$ cat src/mies_defines.svh
`ifndef MIES_DEFINES_SVH
`define MIES_DEFINES_SVH

`define MIES_DATA_W      8
`define MIES_BIT_SEL_W   3
`define MIES_PAGE_W      4
`define MIES_ROM_ADDR_W  12
`define MIES_ROM_W       16
`define MIES_MSB         7
`define MIES_NIB_LO      3:0
`define MIES_NIB_HI      7:4
`define MIES_ROM_LO      7:0
`define MIES_ROM_HI      15:8
`define MIES_FILL_VALUE  8'hFF
`define MIES_ONE         8'h01
`define MIES_ZERO        8'h00
`define MIES_LAST_PAGE   4'hF
`define MIES_ACC_RST     8'h00
`define MIES_TABLE_READ_HIGH_BYTE_RST    8'h00
`define MIES_FLAGS_RST   4'h0
`define MIES_SKIP_CYCLES 2
`define MIES_TABLE_CYCLES 2

`endif

$ cat src/mies_pkg.sv
`include "mies_defines.svh"
package mies_pkg;

	typedef enum logic [4:0] {
		OP_NOP                       = 5'h00,
		OP_DEC_TO_ACC_SKIP_ZERO      = 5'h01,
		OP_SET_BYTE                  = 5'h02,
		OP_SET_BIT                   = 5'h03,
		OP_INC_SKIP_ZERO             = 5'h04,
		OP_INC_TO_ACC_SKIP_ZERO      = 5'h05,
		OP_SKIP_BIT_NONZERO          = 5'h06,
		OP_SUB_ACC                   = 5'h07,
		OP_MINUS_INTO_MEMORY         = 5'h08,
		OP_SUB_IMM                   = 5'h09,
		OP_NIBBLE_SWAP               = 5'h0A,
		OP_NIBBLE_EXCHANGE_TO_ACC    = 5'h0B,
		OP_SKIP_WHEN_ZERO            = 5'h0C,
		OP_MOVE_ACC_SKIP_ZERO        = 5'h0D,
		OP_SKIP_BIT_ZERO             = 5'h0E,
		OP_TABLE_READ_PAGE_CURRENT   = 5'h0F,
		OP_TABLE_READ_PAGE_LAST      = 5'h10,
		OP_XOR_ACC                   = 5'h11,
		OP_EXCLUSIVE_OR_MEMORY       = 5'h12,
		OP_XOR_IMM                   = 5'h13
	} mies_op_t;

	typedef enum logic [1:0] {
		ST_RUN   = 2'b00,
		ST_DUMMY = 2'b01,
		ST_TABLE = 2'b10
	} mies_state_t;

	typedef struct packed {
		logic                       valid;
		mies_op_t                   op;
		logic [`MIES_DATA_W-1:0]    addr;
		logic [`MIES_BIT_SEL_W-1:0] bit_sel;
		logic [`MIES_DATA_W-1:0]    imm;
	} mies_insn_t;

	typedef struct packed {
		logic overflow_flag;
		logic zero_flag;
		logic aux_carry_flag;
		logic carry_flag;
	} mies_flags_t;

	typedef struct packed {
		logic                    we;
		logic [`MIES_DATA_W-1:0] addr;
		logic [`MIES_DATA_W-1:0] data;
	} mies_mem_wr_t;

	typedef struct packed {
		logic [`MIES_DATA_W-1:0] result;
		logic                    acc_we;
		logic                    mem_we;
		logic                    skip;
		logic                    arith_upd;
		logic                    z_upd;
		mies_flags_t             flags;
	} mies_alu_out_t;

	function automatic logic [`MIES_DATA_W-1:0] mies_bit_mask(
		input logic [`MIES_BIT_SEL_W-1:0] sel);
		mies_bit_mask = `MIES_ONE << sel;
	endfunction

	function automatic logic [`MIES_DATA_W-1:0] mies_swap(
		input logic [`MIES_DATA_W-1:0] v);
		mies_swap = {v[`MIES_NIB_LO], v[`MIES_NIB_HI]};
	endfunction

endpackage

$ cat src/mies_alu.sv
`timescale 1ns/1ps
`include "mies_defines.svh"
module mies_alu
	import mies_pkg::*;
(
	// Instruction and operands
	input  wire mies_insn_t              insn,
	input  wire logic [`MIES_DATA_W-1:0] operand,
	input  wire logic [`MIES_DATA_W-1:0] acc,
	// Result
	output mies_alu_out_t                alu_out
);
	logic [`MIES_DATA_W-1:0] sub_src;
	logic [`MIES_DATA_W:0]   diff;
	logic [4:0]              nib_diff;
	logic [`MIES_DATA_W-1:0] mask;

	// Subtract as add of the inverted operand plus one
	assign sub_src  = (insn.op == OP_SUB_IMM) ? insn.imm : operand;
	assign diff     = {1'b0, acc} + {1'b0, ~sub_src} + 9'h001;
	assign nib_diff = {1'b0, acc[`MIES_NIB_LO]}
		+ {1'b0, ~sub_src[`MIES_NIB_LO]} + 5'h01;
	assign mask     = mies_bit_mask(insn.bit_sel);

	always_comb begin
		alu_out = '0;
		unique case (insn.op)
			OP_DEC_TO_ACC_SKIP_ZERO: begin
				alu_out.result = operand - `MIES_ONE;
				alu_out.acc_we = 1'b1;
				alu_out.skip   = (operand == `MIES_ONE);
			end
			OP_SET_BYTE: begin
				alu_out.result = `MIES_FILL_VALUE;
				alu_out.mem_we = 1'b1;
			end
			OP_SET_BIT: begin
				alu_out.result = operand | mask;
				alu_out.mem_we = 1'b1;
			end
			OP_INC_SKIP_ZERO, OP_INC_TO_ACC_SKIP_ZERO: begin
				alu_out.result = operand + `MIES_ONE;
				alu_out.mem_we = (insn.op == OP_INC_SKIP_ZERO);
				alu_out.acc_we = (insn.op == OP_INC_TO_ACC_SKIP_ZERO);
				alu_out.skip   = (operand == `MIES_FILL_VALUE);
			end
			OP_SKIP_BIT_NONZERO: alu_out.skip = |(operand & mask);
			OP_SKIP_BIT_ZERO:    alu_out.skip = ~|(operand & mask);
			OP_SUB_ACC, OP_SUB_IMM, OP_MINUS_INTO_MEMORY: begin
				alu_out.result    = diff[`MIES_DATA_W-1:0];
				alu_out.acc_we    = (insn.op != OP_MINUS_INTO_MEMORY);
				alu_out.mem_we    = (insn.op == OP_MINUS_INTO_MEMORY);
				alu_out.arith_upd = 1'b1;
				alu_out.z_upd     = 1'b1;
			end
			OP_NIBBLE_SWAP, OP_NIBBLE_EXCHANGE_TO_ACC: begin
				alu_out.result = mies_swap(operand);
				alu_out.mem_we = (insn.op == OP_NIBBLE_SWAP);
				alu_out.acc_we = (insn.op == OP_NIBBLE_EXCHANGE_TO_ACC);
			end
			OP_SKIP_WHEN_ZERO: alu_out.skip = (operand == `MIES_ZERO);
			OP_MOVE_ACC_SKIP_ZERO: begin
				alu_out.result = operand;
				alu_out.acc_we = 1'b1;
				alu_out.skip   = (operand == `MIES_ZERO);
			end
			OP_XOR_ACC, OP_XOR_IMM, OP_EXCLUSIVE_OR_MEMORY: begin
				alu_out.result = acc ^ ((insn.op == OP_XOR_IMM) ?
					insn.imm : operand);
				alu_out.acc_we = (insn.op != OP_EXCLUSIVE_OR_MEMORY);
				alu_out.mem_we = (insn.op == OP_EXCLUSIVE_OR_MEMORY);
				alu_out.z_upd  = 1'b1;
			end
			OP_NOP, OP_TABLE_READ_PAGE_CURRENT, OP_TABLE_READ_PAGE_LAST: begin
				alu_out.result = `MIES_ZERO;
			end
			default: alu_out.result = `MIES_ZERO;
		endcase
		alu_out.flags.zero_flag      = (alu_out.result == `MIES_ZERO);
		alu_out.flags.carry_flag     = diff[`MIES_DATA_W];
		alu_out.flags.aux_carry_flag = nib_diff[4];
		// Overflow: like signs in, unlike sign out
		alu_out.flags.overflow_flag  =
			(acc[`MIES_MSB] == ~sub_src[`MIES_MSB])
			&& (diff[`MIES_MSB] != acc[`MIES_MSB]);
	end

endmodule // mies_alu

$ cat src/mies_table.sv
`timescale 1ns/1ps
`include "mies_defines.svh"
module mies_table
	import mies_pkg::*;
(
	// Selection
	input  wire mies_op_t                    op,
	input  wire logic                        high_ptr_option_en,
	// Pointers
	input  wire logic [`MIES_DATA_W-1:0]     table_pointer_low,
	input  wire logic [`MIES_PAGE_W-1:0]     table_pointer_high,
	input  wire logic [`MIES_PAGE_W-1:0]     pc_page,
	// Program word address
	output logic [`MIES_ROM_ADDR_W-1:0]      table_addr
);
	logic [`MIES_PAGE_W-1:0] page;

	always_comb begin
		if (op == OP_TABLE_READ_PAGE_LAST) begin
			page = `MIES_LAST_PAGE;
		end else if (high_ptr_option_en) begin
			page = table_pointer_high;
		end else begin
			page = pc_page;
		end
	end

	assign table_addr = {page, table_pointer_low};

endmodule // mies_table

$ cat src/mies_exec.sv
`timescale 1ns/1ps
`include "mies_defines.svh"
module mies_exec
	import mies_pkg::*;
(
	// Clock and reset
	input  wire logic                        core_clk,
	input  wire logic                        reset_n,
	// Decoded instruction from fetch
	input  wire mies_insn_t                  insn,
	output logic                             insn_ready,
	output logic                             skip_discard_reg,
	// Data memory
	input  wire logic [`MIES_DATA_W-1:0]     mem_rdata,
	output mies_mem_wr_t                     mem_wr_reg,
	// Core state
	output logic [`MIES_DATA_W-1:0]          accumulator_reg,
	output mies_flags_t                      status_flags_reg,
	output logic [`MIES_DATA_W-1:0]          table_read_high_byte_reg,
	// Table pointers and option
	input  wire logic                        high_ptr_option_en,
	input  wire logic [`MIES_DATA_W-1:0]     table_pointer_low,
	input  wire logic [`MIES_PAGE_W-1:0]     table_pointer_high,
	input  wire logic [`MIES_PAGE_W-1:0]     pc_page,
	// Program memory read port
	output logic                             rom_rd_en_reg,
	output logic [`MIES_ROM_ADDR_W-1:0]      rom_addr_reg,
	input  wire logic [`MIES_ROM_W-1:0]      rom_rdata
);
	mies_state_t             state_reg;
	mies_alu_out_t           alu_out;
	logic                    accept;
	logic                    is_table;
	logic [`MIES_DATA_W-1:0] operand;
	logic [`MIES_DATA_W-1:0] table_dest_reg;
	logic [`MIES_ROM_ADDR_W-1:0] table_addr;

	assign insn_ready = (state_reg == ST_RUN);
	assign accept     = insn.valid && insn_ready;
	assign is_table   = (insn.op == OP_TABLE_READ_PAGE_CURRENT)
		|| (insn.op == OP_TABLE_READ_PAGE_LAST);

	// Write lands one cycle late, so forward it to a reader of the same byte
	assign operand = (mem_wr_reg.we && mem_wr_reg.addr == insn.addr) ?
		mem_wr_reg.data : mem_rdata;

	mies_alu u_alu (
		.insn    (insn),
		.operand (operand),
		.acc     (accumulator_reg),
		.alu_out (alu_out)
	);

	mies_table u_table (
		.op                 (insn.op),
		.high_ptr_option_en (high_ptr_option_en),
		.table_pointer_low  (table_pointer_low),
		.table_pointer_high (table_pointer_high),
		.pc_page            (pc_page),
		.table_addr         (table_addr)
	);

	// Sequencing: dummy cycle after a taken skip, wait cycle for table data
	always_ff @(posedge core_clk or negedge reset_n) begin
		if (!reset_n) begin
			state_reg <= ST_RUN;
		end else begin
			unique case (state_reg)
				ST_RUN: begin
					if (accept && alu_out.skip) begin
						state_reg <= ST_DUMMY;
					end else if (accept && is_table) begin
						state_reg <= ST_TABLE;
					end
				end
				ST_DUMMY: state_reg <= ST_RUN;
				ST_TABLE: state_reg <= ST_RUN;
				default:  state_reg <= ST_RUN;
			endcase
		end
	end

	// Prefetched word is thrown away while this pulse is high
	always_ff @(posedge core_clk or negedge reset_n) begin
		if (!reset_n) begin
			skip_discard_reg <= 1'b0;
		end else begin
			skip_discard_reg <= accept && alu_out.skip;
		end
	end

	always_ff @(posedge core_clk or negedge reset_n) begin
		if (!reset_n) begin
			accumulator_reg <= `MIES_ACC_RST;
		end else if (accept && alu_out.acc_we) begin
			accumulator_reg <= alu_out.result;
		end
	end

	always_ff @(posedge core_clk or negedge reset_n) begin
		if (!reset_n) begin
			status_flags_reg <= `MIES_FLAGS_RST;
		end else if (accept) begin
			if (alu_out.arith_upd) begin
				status_flags_reg <= alu_out.flags;
			end else if (alu_out.z_upd) begin
				status_flags_reg.zero_flag <= alu_out.flags.zero_flag;
			end
		end
	end

	// Memory write port, also carries the low byte of a table read
	always_ff @(posedge core_clk or negedge reset_n) begin
		if (!reset_n) begin
			mem_wr_reg <= '0;
		end else if (state_reg == ST_TABLE) begin
			mem_wr_reg.we   <= 1'b1;
			mem_wr_reg.addr <= table_dest_reg;
			mem_wr_reg.data <= rom_rdata[`MIES_ROM_LO];
		end else begin
			mem_wr_reg.we   <= accept && alu_out.mem_we;
			mem_wr_reg.addr <= insn.addr;
			mem_wr_reg.data <= alu_out.result;
		end
	end

	always_ff @(posedge core_clk or negedge reset_n) begin
		if (!reset_n) begin
			table_read_high_byte_reg <= `MIES_TABLE_READ_HIGH_BYTE_RST;
		end else if (state_reg == ST_TABLE) begin
			table_read_high_byte_reg <= rom_rdata[`MIES_ROM_HI];
		end
	end

	// Program memory answers one cycle after the registered address
	always_ff @(posedge core_clk or negedge reset_n) begin
		if (!reset_n) begin
			rom_rd_en_reg  <= 1'b0;
			rom_addr_reg   <= '0;
			table_dest_reg <= `MIES_ZERO;
		end else begin
			rom_rd_en_reg <= accept && is_table;
			if (accept && is_table) begin
				rom_addr_reg   <= table_addr;
				table_dest_reg <= insn.addr;
			end
		end
	end
endmodule // mies_exec

$ cat config.mk
export PLATFORM = sky130hd
export DESIGN_NAME = mies_exec
export DESIGN_NICKNAME = d
export VERILOG_FILES = /design/src/mies_pkg.sv /design/src/mies_alu.sv /design/src/mies_table.sv /design/src/mies_exec.sv
export VERILOG_INCLUDE_DIRS = /design/src /design/src/src
export SDC_FILE = /design/constraint.sdc
export NUM_CORES = 1
export LEC_CHECK = 0
export ABC_CLOCK_PERIOD_IN_PS = 5600
export BUFFER_PORTS_ARGS = -buffer_cell sky130_fd_sc_hd__buf_4
export CORE_ASPECT_RATIO = 0.7
export CORE_MARGIN = 5
export CORE_UTILIZATION = 40
export CTS_BUF_LIST = sky130_fd_sc_hd__clkbuf_16
export DETAILED_ROUTE_END_ITERATION = 10
export PLACE_DENSITY = 0.63
export SETUP_SLACK_MARGIN = 0.1
export SYNTH_ARGS = -nofsm -noshare
export SYNTH_HDL_FRONTEND = slang
export SYNTH_SLANG_ARGS = --single-unit
export TNS_END_PERCENT = 10
$ cat constraint.sdc
create_clock -name core_clk -period 5.6 [get_ports core_clk]
set_input_delay 0.28 -clock core_clk [delete_from_list [all_inputs] [get_ports core_clk]]
set_output_delay 0.28 -clock core_clk [all_outputs]
set_load 0.01 [all_outputs]
# Word level (Yosys, flattened, before mapping)

Index checks and enable logic that the tools add are counted.

Register bits: 61
Bits of input ports: 68

$add $sub $neg: 6
Equality and inequality tests: 28
Shift operators: 1
Multiplexer cells: 17
Bitwise logic cells: 6
Reduce and logical (&&, ||, !) cells: 24

Operator list:

| kind                                                 | number |
|---|---|
| one-hot mux 8 bit (8 select lines)                   | 1 |
| equality test 5 x 4 -> 1 bit (second input constant) | 8 |
| 2-to-1 mux 8 bit                                     | 3 |
| equality test 5 x 3 -> 1 bit (second input constant) | 4 |
| equality test 5 bit (second input constant)          | 4 |
| 2-to-1 mux 17 bit                                    | 1 |
| logical NOT 8 bit                                    | 2 |
| one-hot mux 1 bit (5 select lines)                   | 3 |
| equality test 5 x 2 -> 1 bit (second input constant) | 2 |
| OR reduction 2 bit                                   | 5 |
| adder 8 x 8 -> 9 bit                                 | 1 |
| adder 9 x 1 -> 9 bit (second input constant)         | 1 |
| adder 8 x 1 -> 8 bit (second input constant)         | 1 |
| AND 8 bit                                            | 1 |
| equality test 8 x 1 -> 1 bit (second input constant) | 1 |
| equality test 8 bit                                  | 1 |
| equality test 8 bit (second input constant)          | 1 |
| 2-to-1 mux 4 bit                                     | 2 |
| NOT 8 bit                                            | 1 |
| OR 8 bit                                             | 1 |
| OR reduction 8 bit                                   | 1 |
| left shift 1 x 3 -> 8 bit (first input constant)     | 1 |
| subtractor 8 x 1 -> 8 bit (second input constant)    | 1 |
| XOR 8 bit                                            | 1 |
| other kinds (21)                                     | 34 |

# Logic depth before layout (Yosys ltp)

Word-level depth: 11
Gate-level depth with buffers: 17
Depth with buffers taken out: 16

# Hierarchy

Synthesis repeated with hierarchy kept, for this count alone.

Cell total of the unflattened synthesis: 456
Area, all modules: 4539.4 µm²

Modules (own cells, without submodules):

| module     | times used | cells an instance | area each (µm²) | sequential area each (µm²) |
|---|---|---|---|---|
| mies_exec  | 1          | 158               | 2538.7          | 1526.5 |
| mies_alu   | 1          | 280               | 1863.0          | 0.0 |
| mies_table | 1          | 18                | 137.6           | 0.0 |

# Least setup slack after synthesis

Ideal clock, no wire load.

Path type: input-to-reg
Start point: in insn[20] (netlist bit)
End point: reg mem_wr_reg[6] (netlist bit)
Library setup time: 0.125 ns
Arrival: 3.964 ns
Required time: 5.475 ns
Path slack: 1.512 ns
Stages on the path: 14
Path through: clkbuf_1 -> nand2b_1 -> nor3_1 -> mux2_2 -> ha_1 -> inv_1 -> fa_1 -> a31o_2 -> a21o_1 -> a21oi_1 -> xnor2_1 -> o22ai_1 -> or4b_1 -> mux2_2

Longest elaborated chain between the ends: 7

RTL lines:

| element                              | RTL line                       | RTL |
|---|---|---|
| start, declared                      | mies_exec.sv:10                | `input wire mies_insn_t insn,` |
| equality test 5 x 4 -> 1 bit         | mies_alu.sv:19, mies_alu.sv:27 |  |
| 2-to-1 mux 8 bit                     | mies_alu.sv:19                 | `assign sub_src = (insn.op == OP_SUB_IMM) ? insn.imm : operand;` |
| NOT 8 bit                            | mies_alu.sv:20                 | `assign diff = {1'b0, acc} + {1'b0, ~sub_src} + 9'h001;` |
| adder 8 x 8 -> 9 bit                 | mies_alu.sv:20                 |  |
| adder 9 x 1 -> 9 bit                 | mies_alu.sv:20                 |  |
| one-hot mux 8 bit (8 select lines) * | mies_alu.sv:27                 | `unique case (insn.op)` |
| 2-to-1 mux 17 bit *                  | mies_exec.sv:116               | `end else if (state_reg == ST_TABLE) begin` |
| end, declared                        | mies_exec.sv:15                | `output mies_mem_wr_t mem_wr_reg,` |

Mark *: on every way between the ends. The rest lies on a longest branch, timed or not.
A chain may end at the register's enable or synchronous reset.

# Worst setup path in the final report

Start point: reg mem_wr_reg[8] (netlist bit)
End point: reg status_flags_reg[2] (netlist bit)

Longest elaborated chain between the ends: 11

RTL lines:

| element                              | RTL line         | RTL |
|---|---|---|
| equality test 8 bit *                | mies_exec.sv:44  | `assign operand = (mem_wr_reg.we && mem_wr_reg.addr == insn.addr) ?` |
| logical AND 1 bit *                  | mies_exec.sv:44  |  |
| 2-to-1 mux 8 bit *                   | mies_exec.sv:44  |  |
| 2-to-1 mux 8 bit                     | mies_alu.sv:19   |  |
| NOT 8 bit                            | mies_alu.sv:20   |  |
| adder 8 x 8 -> 9 bit                 | mies_alu.sv:20   |  |
| adder 9 x 1 -> 9 bit                 | mies_alu.sv:20   |  |
| one-hot mux 8 bit (8 select lines) * | mies_alu.sv:27   |  |
| logical NOT 8 bit (no line) *        | -                |  |
| 2-to-1 mux 1 bit                     | mies_exec.sv:106 | `end else if (alu_out.z_upd) begin` |
| 2-to-1 mux 1 bit *                   | mies_exec.sv:104 | `if (alu_out.arith_upd) begin` |
| end signal, assigned                 | mies_exec.sv:102 | `` status_flags_reg <= `MIES_FLAGS_RST; `` |
| end signal, assigned                 | mies_exec.sv:105 | `status_flags_reg <= alu_out.flags;` |
| end, declared                        | mies_exec.sv:18  | `output mies_flags_t status_flags_reg,` |

Mark *: on every way between the ends. The rest lies on a longest branch, timed or not. The select of a mux whose other input is x is not followed.

==> run metrics <==
Setup WS post-layout=1.05 ns; Hold WC Path Type=in2async; clock skew=0.00736 ns; vias in the first global route=4588; Max VDD drop=0.174 mV; Yosys top cell by area=dfrtp_1; top_reg_cell synth=dfrtp_1; NumNets Final=751; CTS max path bufs=2; DRT Pass-1 Iters=5; normalized max-slew margin=21.4%; reg2reg start=mem_wr_reg[8]; hold_buf cts=0; final hold vios=0; Synth async-reset ratio=100%; Layout area overhead=29.8%; global route total overflow=0; DIE WIDTH=136 um; Final Max Slew Viols=0; # port buffers=119; first-pass GRT wire length=26200 um; final period utilization=81.2%; most numerous cell in the Yosys netlist=nand2_1; total track usage=25.2%; outcome=completed; CTS buffer count=9; post-synthesis cell area=4460 um^2; CP endpoint=status_flags_reg[2]; RSZ-0062 raised after global routing=false; Finish-stage setup viols=0; minimum clock period=4.55 ns; post-CTS resize count=0; WS Path Type=reg2reg; pwr/cell area=301 nW/um^2; Ant. Diodes=0; Setup crit start=mem_wr_reg[8]; post-DP HPWL=13000 um; worst slack at placement=1.13 ns; crit path max fanout=9; final wirelength=16600 um; Worst EP arrival=4.77 ns; CORE AREA=11000 um^2; top-area cell type share of the netlist area=34.2%; worst-margin pin slew=1.18 ns; main area contributors after synthesis=dfrtp_1, nand2_1, xnor2_1, ha_1, mux2i_1; Cell Area, Placed=5490 um^2; Reg2Reg Setup Slack=1.05 ns; Design Area, Final=5790 um^2; Die H=98.4 um; Worst setup SP type=flip-flop; effective utilization at floorplan=40.7%; Clk pin slew, worst setup/hold paths=0.06 ns; vias per std cell=5.73; largest net degree at the start of global routing=62; antenna violation net count after detailed routing=0; CP Capture Type=flip-flop; LEAKAGE=2.74 nW; number of flops mapped to enable cells by yosys=0; Synthesized Nets=639; # DRC=0; total negative slack=0 ns; Avg Cell Area, Syn=8.01 um^2; synth unique cells=68; worst skew pair latency=0.33 ns; # fillers=1053; Boundary Pins=120; Die ar.=13400 um^2; Reg2Reg Depth=14; DRT iter0 DRCs=537; WP data required=5.82 ns; Reg-to-Reg End=status_flags_reg[2]; # clock sinks=61; fmax=220 MHz; Root Driver=clkbuf_16; Largest register FFs=17; initial antenna violation count=0; Synth top cells by count=nand2_1, dfrtp_1, nor2_1, o21ai_0, a21oi_1; MaxCap Viol Count=0; Yosys reg bits=61; CTS tree=done; post-synthesis sequential area ratio=34.2%; routed vias=4740; Pwr Total=0.00175 W; Post CTS Setup Buffer Count=0; H-tree lvl count=3; row count=32; post-DR wirelength/cell=20.1 um; Syn Inst Count=557; synth warn=0; gp weighted congestion=1.03; fraction of layout cells with a size suffix above 1=24.8%
-- how the worst min path moves through the flow --
stage	startpoint	end	slack, ns	depth (start not counted)
after floorplan	reset_n	accumulator_reg[0]	-0.02	0
after global placement	reset_n	accumulator_reg[3]	0.42	1
after detailed placement	reset_n	accumulator_reg[3]	0.43	1
after CTS	reset_n	accumulator_reg[0]	0.09	1
after global routing	reset_n	status_flags_reg[0]	0.10	1
final	reset_n	accumulator_reg[3]	0.04	1
-- logic make-up after synthesis --
group,synth area share (%)
mux,6.62
flops,34.2
fa+ha+maj,4.09
xor+xnor,5.10
simple gates,27.9
compound gates,18.3
buf+inv,3.70
-- cells in the final DEF, fill, tap and decap left out, types with 3 or more instances in the layout --
| cell | count |
|---|---|
| nand2_1 | 144 |
| buf_4 | 125 |
| dfrtp_1 | 61 |
| nor2_1 | 38 |
| o21ai_0 | 29 |
| a21oi_1 | 27 |
| xnor2_1 | 21 |
| mux2i_1 | 16 |
| inv_1 | 15 |
| nor3_1 | 13 |
| ha_1 | 13 |
| mux2_2 | 12 |
| nand3_1 | 10 |
| a31oi_1 | 9 |
| a211oi_1 | 9 |
| clkbuf_16 | 9 |
| nor2b_1 | 8 |
| and2_1 | 7 |
| and3_1 | 6 |
| nand2b_1 | 6 |
| or3_1 | 6 |
| nand4_1 | 5 |
| xor2_1 | 5 |
| o221ai_1 | 5 |
| a221o_1 | 4 |
| o211ai_1 | 4 |
| a221oi_1 | 4 |
| inv_6 | 4 |
| and4_1 | 3 |
| o31ai_1 | 3 |
| o22ai_1 | 3 |
-- worst max-delay path, cell delays in order, from the launching register on --
cell	delay (ns)
dfrtp_1	0.40
xnor2_1	0.25
nand4_2	0.26
nor3_4	0.43
mux2_2	0.48
mux2_2	0.31
ha_1	0.18
inv_1	0.07
fa_1	0.42
a221oi_1	0.29
and3_1	0.18
o21ai_0	0.07
a221oi_1	0.57
nand4_1	0.28
o41ai_2	0.25
-- layer usage --
| metal | part of all wire [%] | track usage [%] | vias to the layer above |
|---|---|---|---|
| met1 | 45 | 37.7 | 2225 |
| met4 | 1.9 | 5.65 | 0 |
| li1 | - | - | 2200 |
| met3 | 13 | 8.60 | 32 |
| met5 | 0 | 0 | - |
| met2 | 40 | 34.7 | 283 |
-- power by group --
part / leakage (nW) / switching [W] / total (W) / internal, W
clock: 0.147 / 0.000229 / 0.000579 / 0.000350
sequential: 0.766 / 0.0000841 / 0.000614 / 0.000530
combinational: 1.82 / 0.000289 / 0.000553 / 0.000264
-- final cells by class --
cell class                 instances  area, um^2  area share (%)
tap                              153         191            3.30
sequential                        61        1530            26.3
multi-input combinational        456        2770            47.9
clock inverter                     7        77.6            1.34
clock buffer                       9         225            3.89
timing repair buffer             125         938            16.2
inverter                          16        60.1            1.04
-- stage by stage --
stage	util [%]	std cells	hold slack (ns)
2_1_floorplan	-	557	-0.0156
3_3_place_gp	50.0	811	0.421
3_5_place_dp	50.0	811	0.433
4_1_cts	52.8	827	0.0865
5_1_grt	52.8	827	0.101
6_report	52.8	827	0.0358
No activity file was read; power rests on OpenSTA's default activity.
